[config.mk]
export PLATFORM = sky130hd
export DESIGN_NAME = ccp_time_base
export DESIGN_NICKNAME = d
export VERILOG_FILES = /design/src/rtl/ccp_timer_pkg.sv /design/src/rtl/ccp_clock_gen.sv /design/src/rtl/ccp_time_base.sv
export SDC_FILE = /design/constraint.sdc
export NUM_CORES = 1
export LEC_CHECK = 0
export BUFFER_PORTS_ARGS = -buffer_cell sky130_fd_sc_hd__buf_2
export CAP_MARGIN = 20
export CORE_MARGIN = 2
export CORE_UTILIZATION = 61
export DETAILED_ROUTE_END_ITERATION = 7
export HOLD_SLACK_MARGIN = 0.06
export PLACE_DENSITY_LB_ADDON = 0.1
export SLEW_MARGIN = 10
export SYNTH_ARGS = -nofsm -noshare
export SYNTH_HDL_FRONTEND = slang
export SYNTH_SLANG_ARGS = --single-unit
export TNS_END_PERCENT = 1
[constraint.sdc]
create_clock -name ref_clk_i -period 9.76 [get_ports ref_clk_i]
set_clock_uncertainty 0.1 [all_clocks]
set_input_delay 0.488 -clock ref_clk_i [delete_from_list [all_inputs] [get_ports ref_clk_i]]
set_output_delay 0.488 -clock ref_clk_i [all_outputs]
set_load 0.05 [all_outputs]
[src/rtl/ccp_timer_pkg.sv]
// Constants and carriers shared by the time base and timer block
package ccp_timer_pkg;

  // ****************************************
  // Bus shape
  // ****************************************
  localparam int DATA_W = 16;
  localparam int ADDR_W = 4;

  // ****************************************
  // Register offsets (word index)
  // ****************************************
  localparam logic [ADDR_W-1:0] ADDR_CON1L = 4'h0;
  localparam logic [ADDR_W-1:0] ADDR_CON1H = 4'h1;
  localparam logic [ADDR_W-1:0] ADDR_CON2L = 4'h2;
  localparam logic [ADDR_W-1:0] ADDR_CON2H = 4'h3;
  localparam logic [ADDR_W-1:0] ADDR_CON3L = 4'h4;
  localparam logic [ADDR_W-1:0] ADDR_CON3H = 4'h5;
  localparam logic [ADDR_W-1:0] ADDR_STATL = 4'h6;
  localparam logic [ADDR_W-1:0] ADDR_TMRL = 4'h8;
  localparam logic [ADDR_W-1:0] ADDR_TMRH = 4'h9;
  localparam logic [ADDR_W-1:0] ADDR_PRL = 4'hA;
  localparam logic [ADDR_W-1:0] ADDR_PRH = 4'hB;
  localparam logic [ADDR_W-1:0] ADDR_RAL = 4'hC;
  localparam logic [ADDR_W-1:0] ADDR_RAH = 4'hD;
  localparam logic [ADDR_W-1:0] ADDR_RBL = 4'hE;
  localparam logic [ADDR_W-1:0] ADDR_RBH = 4'hF;

  // ****************************************
  // Field positions
  // ****************************************
  localparam int MODULE_ENABLE_BIT = 15;
  localparam int IDLE_STOP_BIT = 13;
  localparam int CLK_SEL_LSB = 8;
  localparam int CLK_SEL_W = 3;
  localparam int WIDE_SEL_BIT = 5;
  localparam int CAPTURE_SEL_BIT = 4;
  localparam int MODE_LSB = 0;
  localparam int MODE_W = 4;
  localparam int SYNC_SEL_LSB = 0;
  localparam int SYNC_SEL_W = 5;
  localparam int TRIGGER_EN_BIT = 7;
  localparam int TRIGGER_STATUS_BIT = 7;
  localparam int TRIGGER_CLEAR_BIT = 5;

  // ****************************************
  // Values
  // ****************************************
  localparam logic [DATA_W-1:0] RESET_VALUE = 16'h0000;
  localparam logic [DATA_W-1:0] CON1L_WRITE_MASK = 16'hAFFF;
  localparam logic [CLK_SEL_W-1:0] CLK_SYSTEM = 3'h0;
  localparam logic [MODE_W-1:0] MODE_TIMER = 4'h0;
  localparam logic [SYNC_SEL_W-1:0] SYNC_NONE = 5'h1F;
  localparam logic [DATA_W-1:0] COUNT_ALL_ONES = 16'hFFFF;

  // ****************************************
  // Carriers
  // ****************************************
  typedef struct packed {
    logic [ADDR_W-1:0] addr;
    logic [DATA_W-1:0] wdata;
    logic wr;
    logic rd;
  } reg_req_t;

  typedef struct packed {
    logic sync_out;
    logic compare_event;
  } timer_evt_t;

endpackage
[src/rtl/ccp_clock_gen.sv]
// Time base clock generator: picks one of eight tick sources
`timescale 1ns/1ps
module ccp_clock_gen
  import ccp_timer_pkg::*;
#(
  parameter int NUM_SRC = 8
)
(
  input wire logic ref_clk_i,
  input wire logic sys_rst_i,
  input wire logic [NUM_SRC-1:0] src_tick_i,
  input wire logic [CLK_SEL_W-1:0] clk_sel_i,
  input wire logic run_i,
  output logic tick_o
);

  typedef struct packed {
    logic tick;
  } gen_state_t;

  gen_state_t s_q;
  gen_state_t s_d;

  // Source zero is the system clock itself, so it ticks every cycle
  always_comb
  begin
    s_d = s_q;
    if (clk_sel_i == CLK_SYSTEM)
    begin
      s_d.tick = run_i;
    end
    else
    begin
      s_d.tick = run_i & src_tick_i[clk_sel_i];
    end
  end

  always_ff @(posedge ref_clk_i or posedge sys_rst_i)
  begin
    if (sys_rst_i)
    begin
      s_q <= '0;
    end
    else
    begin
      s_q <= s_d;
    end
  end

  assign tick_o = s_q.tick;

endmodule

[src/rtl/ccp_time_base.sv]
// Time base and general purpose timer of the capture/compare/timer unit
`timescale 1ns/1ps
module ccp_time_base
  import ccp_timer_pkg::*;
#(
  parameter int NUM_CLK_SRC = 8,
  parameter int NUM_SYNC_SRC = 32
)
(
  input wire logic ref_clk_i,
  input wire logic sys_rst_i,
  input wire reg_req_t req_i,
  output logic [DATA_W-1:0] rdata_o,
  input wire logic [NUM_CLK_SRC-1:0] clk_src_tick_i,
  input wire logic [NUM_SYNC_SRC-1:0] sync_in_i,
  input wire logic idle_i,
  output timer_evt_t evt_o,
  output logic trigger_status_o
);

  // ****************************************
  // State
  // ****************************************
  typedef struct packed {
    logic [DATA_W-1:0] con1l;
    logic [DATA_W-1:0] con1h;
    logic [DATA_W-1:0] con2l;
    logic [DATA_W-1:0] con2h;
    logic [DATA_W-1:0] con3l;
    logic [DATA_W-1:0] con3h;
    logic trigger_status;
    logic [DATA_W-1:0] counter_low;
    logic [DATA_W-1:0] counter_high;
    logic [DATA_W-1:0] period_low;
    logic [DATA_W-1:0] period_high;
    logic [DATA_W-1:0] cmp_a_low;
    logic [DATA_W-1:0] cmp_a_high;
    logic [DATA_W-1:0] cmp_b_low;
    logic [DATA_W-1:0] cmp_b_high;
    logic [DATA_W-1:0] rdata;
    timer_evt_t evt;
  } tb_state_t;

  tb_state_t s_q;
  tb_state_t s_d;

  logic tick;
  logic module_enable;
  logic idle_stop;
  logic wide_counter_select;
  logic capture_select;
  logic [MODE_W-1:0] operating_mode_field;
  logic [CLK_SEL_W-1:0] clock_source_select;
  logic [SYNC_SEL_W-1:0] sync_sel;
  logic trigger_enable;
  logic timer_mode;
  logic active;
  logic run;
  logic sync_level;
  logic trig_hit;
  logic trig_clear;
  logic sync_clear;
  logic held;
  logic cnt_en;
  logic sw_cnt_wr;
  logic low_match;
  logic high_match;
  logic [2*DATA_W-1:0] wide_count;

  // ****************************************
  // Control decode
  // ****************************************
  assign module_enable = s_q.con1l[MODULE_ENABLE_BIT];
  assign idle_stop = s_q.con1l[IDLE_STOP_BIT];
  assign wide_counter_select = s_q.con1l[WIDE_SEL_BIT];
  assign capture_select = s_q.con1l[CAPTURE_SEL_BIT];
  assign operating_mode_field = s_q.con1l[MODE_LSB +: MODE_W];
  assign clock_source_select = s_q.con1l[CLK_SEL_LSB +: CLK_SEL_W];
  assign sync_sel = s_q.con1h[SYNC_SEL_LSB +: SYNC_SEL_W];
  assign trigger_enable = s_q.con1h[TRIGGER_EN_BIT];

  // Capture and compare modes are not built here, so the counter only runs in timer mode
  assign timer_mode = !capture_select && (operating_mode_field == MODE_TIMER);
  assign active = module_enable && timer_mode;
  assign run = active && !(idle_i && idle_stop);

  // Code 11111 selects nothing, so with that code no sync line can clear the timer
  assign sync_level = (sync_sel != SYNC_NONE) && sync_in_i[sync_sel];

  assign trig_hit = active && trigger_enable && sync_level;
  assign trig_clear = req_i.wr && (req_i.addr == ADDR_STATL)
    && req_i.wdata[TRIGGER_CLEAR_BIT];
  assign sync_clear = active && !trigger_enable && sync_level;
  assign held = trigger_enable && !s_q.trigger_status;
  assign cnt_en = tick && !held && !sync_clear;
  assign sw_cnt_wr = req_i.wr && ((req_i.addr == ADDR_TMRL) || (req_i.addr == ADDR_TMRH));

  assign low_match = s_q.counter_low == s_q.period_low;
  assign high_match = s_q.counter_high == s_q.period_high;
  assign wide_count = {s_q.counter_high, s_q.counter_low} + 32'h0000_0001;

  ccp_clock_gen #(
    .NUM_SRC(NUM_CLK_SRC)
  ) u_clock_gen (
    .ref_clk_i(ref_clk_i),
    .sys_rst_i(sys_rst_i),
    .src_tick_i(clk_src_tick_i),
    .clk_sel_i(clock_source_select),
    .run_i(run),
    .tick_o(tick)
  );

  // ****************************************
  // Read mux
  // ****************************************
  function automatic logic [DATA_W-1:0] read_reg(input tb_state_t st,
                                                 input logic [ADDR_W-1:0] a);
    logic [DATA_W-1:0] v;
    v = RESET_VALUE;
    case (a)
      ADDR_CON1L: v = st.con1l;
      ADDR_CON1H: v = st.con1h;
      ADDR_CON2L: v = st.con2l;
      ADDR_CON2H: v = st.con2h;
      ADDR_CON3L: v = st.con3l;
      ADDR_CON3H: v = st.con3h;
      ADDR_STATL: v[TRIGGER_STATUS_BIT] = st.trigger_status;
      ADDR_TMRL: v = st.counter_low;
      ADDR_TMRH: v = st.counter_high;
      ADDR_PRL: v = st.period_low;
      ADDR_PRH: v = st.period_high;
      ADDR_RAL: v = st.cmp_a_low;
      ADDR_RAH: v = st.cmp_a_high;
      ADDR_RBL: v = st.cmp_b_low;
      ADDR_RBH: v = st.cmp_b_high;
      default: v = RESET_VALUE;
    endcase
    return v;
  endfunction

  // ****************************************
  // Next state
  // ****************************************
  always_comb
  begin
    s_d = s_q;
    s_d.evt = '0;
    s_d.rdata = req_i.rd ? read_reg(s_q, req_i.addr) : RESET_VALUE;

    // An arriving trigger beats a simultaneous clear so the event is not lost
    if (trig_clear)
    begin
      s_d.trigger_status = 1'b0;
    end
    if (trig_hit)
    begin
      s_d.trigger_status = 1'b1;
    end

    if (active && (sync_clear || held || trig_clear))
    begin
      s_d.counter_low = RESET_VALUE;
      s_d.counter_high = RESET_VALUE;
    end
    else if (cnt_en && wide_counter_select)
    begin
      if (low_match && high_match)
      begin
        s_d.counter_low = RESET_VALUE;
        s_d.counter_high = RESET_VALUE;
        s_d.evt.sync_out = 1'b1;
        s_d.evt.compare_event = 1'b1;
      end
      else
      begin
        s_d.counter_low = wide_count[DATA_W-1:0];
        s_d.counter_high = wide_count[2*DATA_W-1:DATA_W];
      end
    end
    else if (cnt_en)
    begin
      // Dual mode: primary on the low half owns sync out
      if (low_match)
      begin
        s_d.counter_low = RESET_VALUE;
        s_d.evt.sync_out = 1'b1;
      end
      else
      begin
        s_d.counter_low = s_q.counter_low + 16'h0001;
      end
      // Secondary on the high half only raises the compare event
      if (high_match)
      begin
        s_d.counter_high = RESET_VALUE;
        s_d.evt.compare_event = 1'b1;
      end
      else
      begin
        s_d.counter_high = s_q.counter_high + 16'h0001;
      end
    end

    // Software writes land last and win over counting
    if (req_i.wr)
    begin
      case (req_i.addr)
        ADDR_CON1L: s_d.con1l = req_i.wdata & CON1L_WRITE_MASK;
        ADDR_CON1H: s_d.con1h = req_i.wdata;
        ADDR_CON2L: s_d.con2l = req_i.wdata;
        ADDR_CON2H: s_d.con2h = req_i.wdata;
        ADDR_CON3L: s_d.con3l = req_i.wdata;
        ADDR_CON3H: s_d.con3h = req_i.wdata;
        ADDR_TMRL: s_d.counter_low = req_i.wdata;
        ADDR_TMRH: s_d.counter_high = req_i.wdata;
        ADDR_PRL: s_d.period_low = req_i.wdata;
        ADDR_PRH: s_d.period_high = req_i.wdata;
        ADDR_RAL: s_d.cmp_a_low = req_i.wdata;
        ADDR_RAH: s_d.cmp_a_high = req_i.wdata;
        ADDR_RBL: s_d.cmp_b_low = req_i.wdata;
        ADDR_RBH: s_d.cmp_b_high = req_i.wdata;
        default: s_d.con1h = s_d.con1h;
      endcase
    end
  end

  always_ff @(posedge ref_clk_i or posedge sys_rst_i)
  begin
    if (sys_rst_i)
    begin
      s_q <= '0;
    end
    else
    begin
      s_q <= s_d;
    end
  end

  assign rdata_o = s_q.rdata;
  assign evt_o = s_q.evt;
  assign trigger_status_o = s_q.trigger_status;
endmodule

Word-level counts from Yosys, hierarchy flattened
Cells that the tools add are included.
{"block": "word_totals", "in_bits": 65, "register_bits": 242, "word_cells": 115, "out_inout_bits": 19}
{"block": "classes", "mux": 32, "n_reduce_logical": 41, "order_cmp": 2, "addsub": 3, "eq_ne": 17, "bitwise_logic": 1}
{"op": "16-bit 2-to-1 mux", "count": 11}
{"op": "128-bit 2-to-1 mux", "count": 1}
{"op": "32-bit 2-to-1 mux", "count": 4}
{"op": "8-bit case mux with 14 select lines", "count": 1}
{"op": "7-bit case mux with 14 select lines", "count": 1}
{"op": "16-bit by 1-bit adder with 16-bit output, second input constant", "count": 2}
{"op": "32-bit by 1-bit adder with 32-bit output, second input constant", "count": 1}
{"op": "16-bit equality test", "count": 2}
{"op": "4-bit equality test, second input constant", "count": 8}
{"op": "2-bit AND reduction", "count": 12}
{"op": "1-bit logical AND", "count": 17}
{"op": "1-bit case mux with 15 select lines", "count": 1}
{"op": "4-bit by 3-bit equality test with 1-bit output, second input constant", "count": 3}
{"op": "4-bit by 2-bit equality test with 1-bit output, second input constant", "count": 2}
{"op": "4-bit zero test", "count": 2}
{"op": "2-bit 2-to-1 mux", "count": 4}
{"op": "1-bit 2-to-1 mux", "count": 7}
{"op": "1-bit zero test", "count": 6}
{"op": "5-bit by 6-bit less-than comparator with 1-bit output, second input constant", "count": 1}
{"op": "1-bit binary-select mux with 5-bit select", "count": 1}
{"op": "5-bit != test, second input constant", "count": 1}
{"op": "4-bit by 1-bit equality test with 1-bit output, second input constant", "count": 1}
{"op": "3-bit by 4-bit less-than comparator with 1-bit output, second input constant", "count": 1}
{"op": "1-bit binary-select mux with 3-bit select", "count": 1}
{"op": "4 further kinds", "count": 5}

Logic depth before layout (Yosys ltp)
Gate-level depths: netlist of run 1.
{"block": "logic_depth", "word_depth": 12, "depth_mapped": 12, "mapped_depth_nobuf": 9}

Hierarchy
From an unflattened synthesis of run 1, not the netlist that was laid out.
{"block": "unflattened", "cells_unflattened": 1140, "hier_area_um2": 12854.8}
{"module": "ccp_time_base", "n_inst": 1, "area_each_um2": 12761.0, "cells_each": 1131, "seq_area_each_um2": 6030.8}
{"module": "ccp_clock_gen", "n_inst": 1, "area_each_um2": 93.8, "cells_each": 9, "seq_area_each_um2": 25.0}

Least setup slack after synthesis of run 1
No wires, ideal clock.
{"block": "synth_path", "kind": "input -> register", "from": "input req_i[20] (netlist name)", "to": "register s_q[130] (netlist name)", "setup_ns": 0.124, "t_required_ns": 9.536, "arrival_time_ns": 2.056, "stages": 11, "path_slack_ns": 7.480, "path_buffers": 4, "cell_sequence": "buf_4 -> nand2b_1 -> buf_4 -> nor3_4 -> and2_1 -> buf_2 -> or4_1 -> o21ai_1 -> a21oi_2 -> buf_2 -> o21ai_1"}
{"item": "from (decl)", "line_no": "ccp_time_base.sv:12", "text": "input wire reg_req_t req_i,"}
{"item": "to (signal assigned)", "line_no": "ccp_time_base.sv:231", "text": "s_q <= '0;"}
{"item": "to (signal assigned)", "line_no": "ccp_time_base.sv:235", "text": "s_q <= s_d;"}
{"item": "to (decl)", "line_no": "ccp_time_base.sv:44", "text": "tb_state_t s_q;"}

==> results of run 1 <==
==> cell families after synthesis <==
family	Yosys count	synth area share
simple gates	252	0.103
fa+ha+maj	2	0.00197
xor+xnor	44	0.0303
mux	210	0.185
buf+inv	124	0.0486
flops	242	0.476
compound gates	259	0.155
==> through the flow <==
stage | hold slack (ps) | cells | power (mW) | area, µm²
6_report | 72.9 | 1441 | 3.37 | 14100
5_1_grt | 81.9 | 1441 | 3.51 | 14100
4_1_cts | 61.4 | 1440 | 3.36 | 14000
3_5_place_dp | 375 | 1392 | 2.25 | 13000
3_3_place_gp | 374 | 1392 | 2.22 | 13000
2_1_floorplan | 342 | 1133 | 2.04 | 12700
==> worst max-delay path, cell delays in order (launching register included) <==
cell and delay [ps]:
dfrtp_1 940, mux2i_1 270, a221oi_1 110, nand3_1 150
nand2_1 110, o211ai_4 800, and2_1 680, a41oi_1 210
o31ai_1 300
==> power groups by stage <==
stage | clock network, mW | logic, mW | registers [mW]
after CTS | 1.13 | 0.692 | 1.55
after floorplan | 0 | 0.625 | 1.41
after detailed placement | 0 | 0.686 | 1.56
after global routing | 1.17 | 0.755 | 1.59
after global placement | 0 | 0.669 | 1.55
final | 1.12 | 0.694 | 1.56
==> final timing paths <==
kind / slack [ps] / depth (start not counted) / to
setup / recovery: 5990 / 8 / s_q[127]
hold / removal: 70 / 2 / u_clock_gen.tick_o
setup reg to reg: 5990 / 8 / s_q[127]
hold reg to reg: 390 / 1 / u_clock_gen.tick_o
max in group asynchronous: 7650 / 4 / s_q[203]
min in group asynchronous: 510 / 3 / s_q[70]
==> synthesized netlist by cell type (3+ instances only) <==
library cell  instances  area [µm²]
dfrtp_1             242        6060
mux2_2              158        1780
nand2_1              88         330
clkbuf_1             54         203
a221oi_1             45         394
nor2_1               45         169
a22oi_1              37         278
xor2_1               37         324
a22o_1               32         280
mux2_1               32         360
buf_2                29         145
nand3_1              26         130
a21oi_1              24         120
a31oi_1              22         138
buf_4                21         158
o21ai_1              20         100
mux2i_1              19         190
and3_1               12        75.1
inv_1                11        41.3
nand2b_1             10        62.6
a32o_1                9        90.1
a32oi_1               9        78.8
nand4_1               8        50.1
nor2b_1               8        50.1
nor3_1                7        35.0
o21bai_1              7        52.6
o2bb2ai_1             7        61.3
xnor2_1               7        61.3
a2bb2oi_1             6        52.6
o211ai_1              6        45.0
o21ai_0               6        30.0
o31ai_1               6        45.0
and2_1                5        31.3
and4_1                5        43.8
buf_6                 5        56.3
nor3_2                5        50.1
nor4_1                5        31.3
nor4_2                5        62.6
a222oi_1              4        40.0
nor3b_1               4        30.0
or3_1                 4        25.0
a211oi_1              3        22.5
o32ai_1               3        26.3
==> routing by layer <==
layer  global-route usage  vias up  part of all wire
li1                     -     4265                 -
met3               0.0696       70             0.098
met1                0.495     5099              0.42
met2                0.509      513              0.45
met4               0.0981        0             0.024
met5                    0        -                 0
==> cell type report <==
cell class	count	area, µm²	area share
flip-flops and latches	242	6060	0.431
multi-input cells	767	6050	0.430
clock buffers	38	817	0.0581
repair buffers	101	563	0.0400
well taps	270	338	0.0240
clock inverters	9	176	0.0125
inverters	14	60.1	0.00427
==> sequential cells by signal, indices dropped and copies added, names as in the netlist <==
register / count
idle_stop: 1
u_clock_gen.tick_o: 1
clock_source_select: 3
operating_mode_field: 4
s_q: 212
capture_select: 1
trigger_status_o: 1
rdata_o: 16
module_enable: 1
evt_o: 2
==> what timing repair did <==
item | in CTS | in global routing
endpoints found under the hold margin | 90 | 0
endpoints found under the setup margin | 0 | 0
hold buffers | 1 | 0
==> impl_metrics.tcl, run 1 <==
set metrics [dict create \
    antenna_found_initial 0 \
    finalCritPeriodShare 0.387 \
    grt_max_degree 93 \
    num_vias 9947 \
    finalSetupViolations 0 \
    start_util 0.625 \
    cts_resized 0 \
    pwr-share-clk 0.332 \
    hold_start "idle_i" \
    rows 52 \
    ir_worst_vdd_mv 0.174 \
    vias_per_cell 6.90 \
    ant_nets 0 \
    fin_crit_ps 3770 \
    gr-total-overflow 0 \
    fin_nets 1219 \
    routabilityCongestion 0.863 \
    synth-seq-area-share 0.476 \
    cts_tree "built" \
    area_growth_syn_to_layout_pct 10.5 \
    maxCapViolCount 0 \
    grt_pass1_vias 9545 \
    async_flop_share 1.00 \
    drtIter0Drc 987 \
    ys_ff_latch 242 \
    cp.arrival_ps 4100 \
    syn_inst 1133 \
    swShare 0.317 \
    grt_use_total 0.336 \
    firstDrtPassIters 5 \
    io_buffer_count 82 \
    synth_flop_cell "dfrtp_1" \
    insertion_delay_ps 530 \
    finalCoreUtilization 0.691 \
    p_leak_nw 6.16 \
    avgSynthCellArea_um2 11.2 \
    outcome "completed" \
    startpoint_type "register" \
    ctsLongestPathBuffers 3 \
    p_seq_frac 0.462 \
    slew_viol_final 0 \
    cp_max_fo 32 \
    syn-num-nets 1200 \
    critical_path_class "register to register" \
    dpl.hpwl_um 23200 \
    grt_pass1_wl_um 56300 \
    cp_data_required_time_ps 10090 \
    ios 84 \
    internal_power_mw 2.30 \
    num_antenna_cells 0 \
    slew_headroom 0.238 \
    drive_gt1_frac 0.284 \
    fmax_mhz 265 \
    fillers 1474 \
    clk_pin_slew_ps 60 \
    setup-tns-final_ps 0 \
    cp-end-kind "register" \
    layout_commonest_cell "dfrtp_1" \
    die_w_um 148 \
    comb_power_share 0.206 \
    final_cell_mix "dfrtp_1 (242), mux2_2 (158), nand2_1 (88), buf_2 (82)" \
    clkSinkCount 242 \
    worst_slack_ps 5990 \
    powerDensity_nw_per_um2 240 \
    cts_setup_buffers 0 \
    drcViolationCount 0 \
    hold_violations 0 \
    wl_per_cell_um 25.4 \
    htree_levels 1 \
    dieArea_um2 22000 \
    cp-startpoint "s_q[211]" \
    r2r-start "s_q[211]" \
    rsz0062_at_grt "false" \
    p_switching_mw 1.07 \
    synth_warnings 0 \
    hp-class "input port to register" \
    wirelength_um 36600 \
    cts_root_buffer "clkbuf_16" \
    syn_area_um2 12700 \
    core_area_um2 20400 \
    worst_pin_slew_ps 1140 \
    synth_edf_count 0 \
    synth.distinct_cells 70 \
    cts_buffers 26 \
    die_h_um 148 \
    preCtsSetupSlack_ps 5940 \
]
(Power assumes the default switching activity.)
==> run 2: changes to the inputs <==
clock period = 3.6 ns   (was 9.76 ns; I/O delays follow)
==> impl_metrics.tcl, run 2 (synthesis results as in run 1) <==
set metrics [dict create \
    antenna_found_initial 0 \
    cp_data_required_time_ps 3930 \
    grt_use_total 0.355 \
    htree_levels 1 \
    fin_nets 1268 \
    io_buffer_count 82 \
    hold_violations 0 \
    fillers 1529 \
    regMostFlops "s_q" \
    powerDensity_nw_per_um2 630 \
    stdcell_count 1491 \
    num_vias 10200 \
    startpoint_type "register" \
    cts_buffers 26 \
    grt_max_degree 89 \
    fin_crit_ps 3230 \
    drtIter0Drc 1319 \
    hp-class "input port to async pin" \
    grt_pass1_wl_um 59600 \
    layout_commonest_cell "dfrtp_1" \
    final_cell_mix "dfrtp_1 (242), mux2_2 (158), nand2_1 (88), buf_2 (82), buf_4 (47)" \
    slew_headroom 0.225 \
    die_w_um 148 \
    maxCapViolCount 0 \
    core_area_um2 20400 \
    ant_nets 0 \
    cts_tree "built" \
    clkSinkCount 242 \
    reg2regPathDepth 8 \
    dieArea_um2 22000 \
    drcViolationCount 0 \
    fin_area_um2 14400 \
    post-layout-total-power_mw 9.05 \
    start_util 0.625 \
    cts_root_buffer "clkbuf_16" \
    area_growth_syn_to_layout_pct 12.9 \
    ir_worst_vdd_mv 0.413 \
    rsz0062_at_grt "false" \
    insertion_delay_ps 560 \
    largest_reg_flops 212 \
    cp.arrival_ps 3570 \
    firstDrtPassIters 5 \
    routabilityCongestion 0.910 \
    vias_per_cell 6.85 \
    critical_path_class "register to register" \
    r2r-start "s_q[211]" \
    cp_max_fo 19 \
    clk_pin_slew_ps 60 \
    ctsLongestPathBuffers 3 \
    wl_per_cell_um 25.6 \
    ios 84 \
    place_area_um2 13300 \
    fmax_mhz 309 \
    finalCoreUtilization 0.706 \
    dpl.hpwl_um 25300 \
    wirelength_um 38200 \
    worst_pin_slew_ps 1160 \
    drive_gt1_frac 0.292 \
    finalCritPeriodShare 0.898 \
    grt_pass1_vias 10100 \
    gr-total-overflow 0 \
    outcome "completed" \
    timing.rr.end "s_q[127]" \
    slew_viol_final 0 \
    place_inst 1424 \
    die_h_um 148 \
    setup-tns-final_ps 0 \
    cp-end-kind "register" \
    finalSetupViolations 0 \
    rows 52 \
    p_leak_nw 6.33 \
    r2r_setup_slack_ps 370 \
    cts_resized 0 \
]
run 2: cell count changes in the layout (fill, tap and decap cells not counted), sizes merged, moves of 2 or more:
cell | before | now
buf | 100 | 131
dlygate4sd3 | 1 | 19
clkinv | 4 | 9
bufinv | 5 | 3
clkbuf | 38 | 36
run 2: cell type report:
class / instances / area (µm²) / area share
diodes: 1 / 2.50 / 0.000174
clock buffers: 36 / 708 / 0.0493
clock inverters: 11 / 159 / 0.0111
inverters: 14 / 56.3 / 0.00392
multi-input cells: 767 / 6050 / 0.421
flip-flops and latches: 242 / 6060 / 0.421
well taps: 270 / 338 / 0.0235
repair buffers: 150 / 993 / 0.0691
run 2: what timing repair did:
action                                 4_1_cts  5_1_grt
endpoints found under the hold margin      365        0
setup buffers                                0        0
hold buffers                                19        0
run 2: worst max path at each step:
stage              start              to  depth (start not counted)
2_1_floorplan  sys_rst_i  capture_select                          1
3_3_place_gp    s_q[211]        s_q[127]                          8
3_5_place_dp    s_q[211]        s_q[127]                          8
4_1_cts         s_q[211]        s_q[127]                          8
5_1_grt         s_q[211]        s_q[127]                          8
6_report        s_q[211]        s_q[127]                          8
run 2: worst max-delay path, stage by stage, from the launching register on:
cell	delay, ps
dfrtp_1	930
mux2i_1	290
a221oi_1	100
nand3_1	130
nand2_1	100
o211ai_4	290
and2_1	650
a41oi_1	210
o31ai_1	310
run 2: report_power, final:
| group | total (mW) | switching (mW) | internal [mW] |
|---|---|---|---|
| combinational | 2.20 | 1.16 | 1.04 |
| sequential | 4.12 | 0.717 | 3.40 |
| clock | 2.73 | 1.14 | 1.60 |
run 2: stage by stage:
| stage | hold slack [ps] | setup slack [ps] |
|---|---|---|
| final | 103 | 367 |
| after floorplan | 175 | 144 |
| after CTS | 91.7 | 424 |
| after global routing | 104 | 170 |
| after detailed placement | 130 | 468 |
| after global placement | 131 | 570 |
run 2: per-layer routing:
metal  up-vias  GRT usage  share of wire
li1       4368          -              -
met1      5192      0.521           0.42
met2       558      0.539           0.45
met3        93     0.0577           0.10
met4         0      0.128          0.033
met5         -          0              0
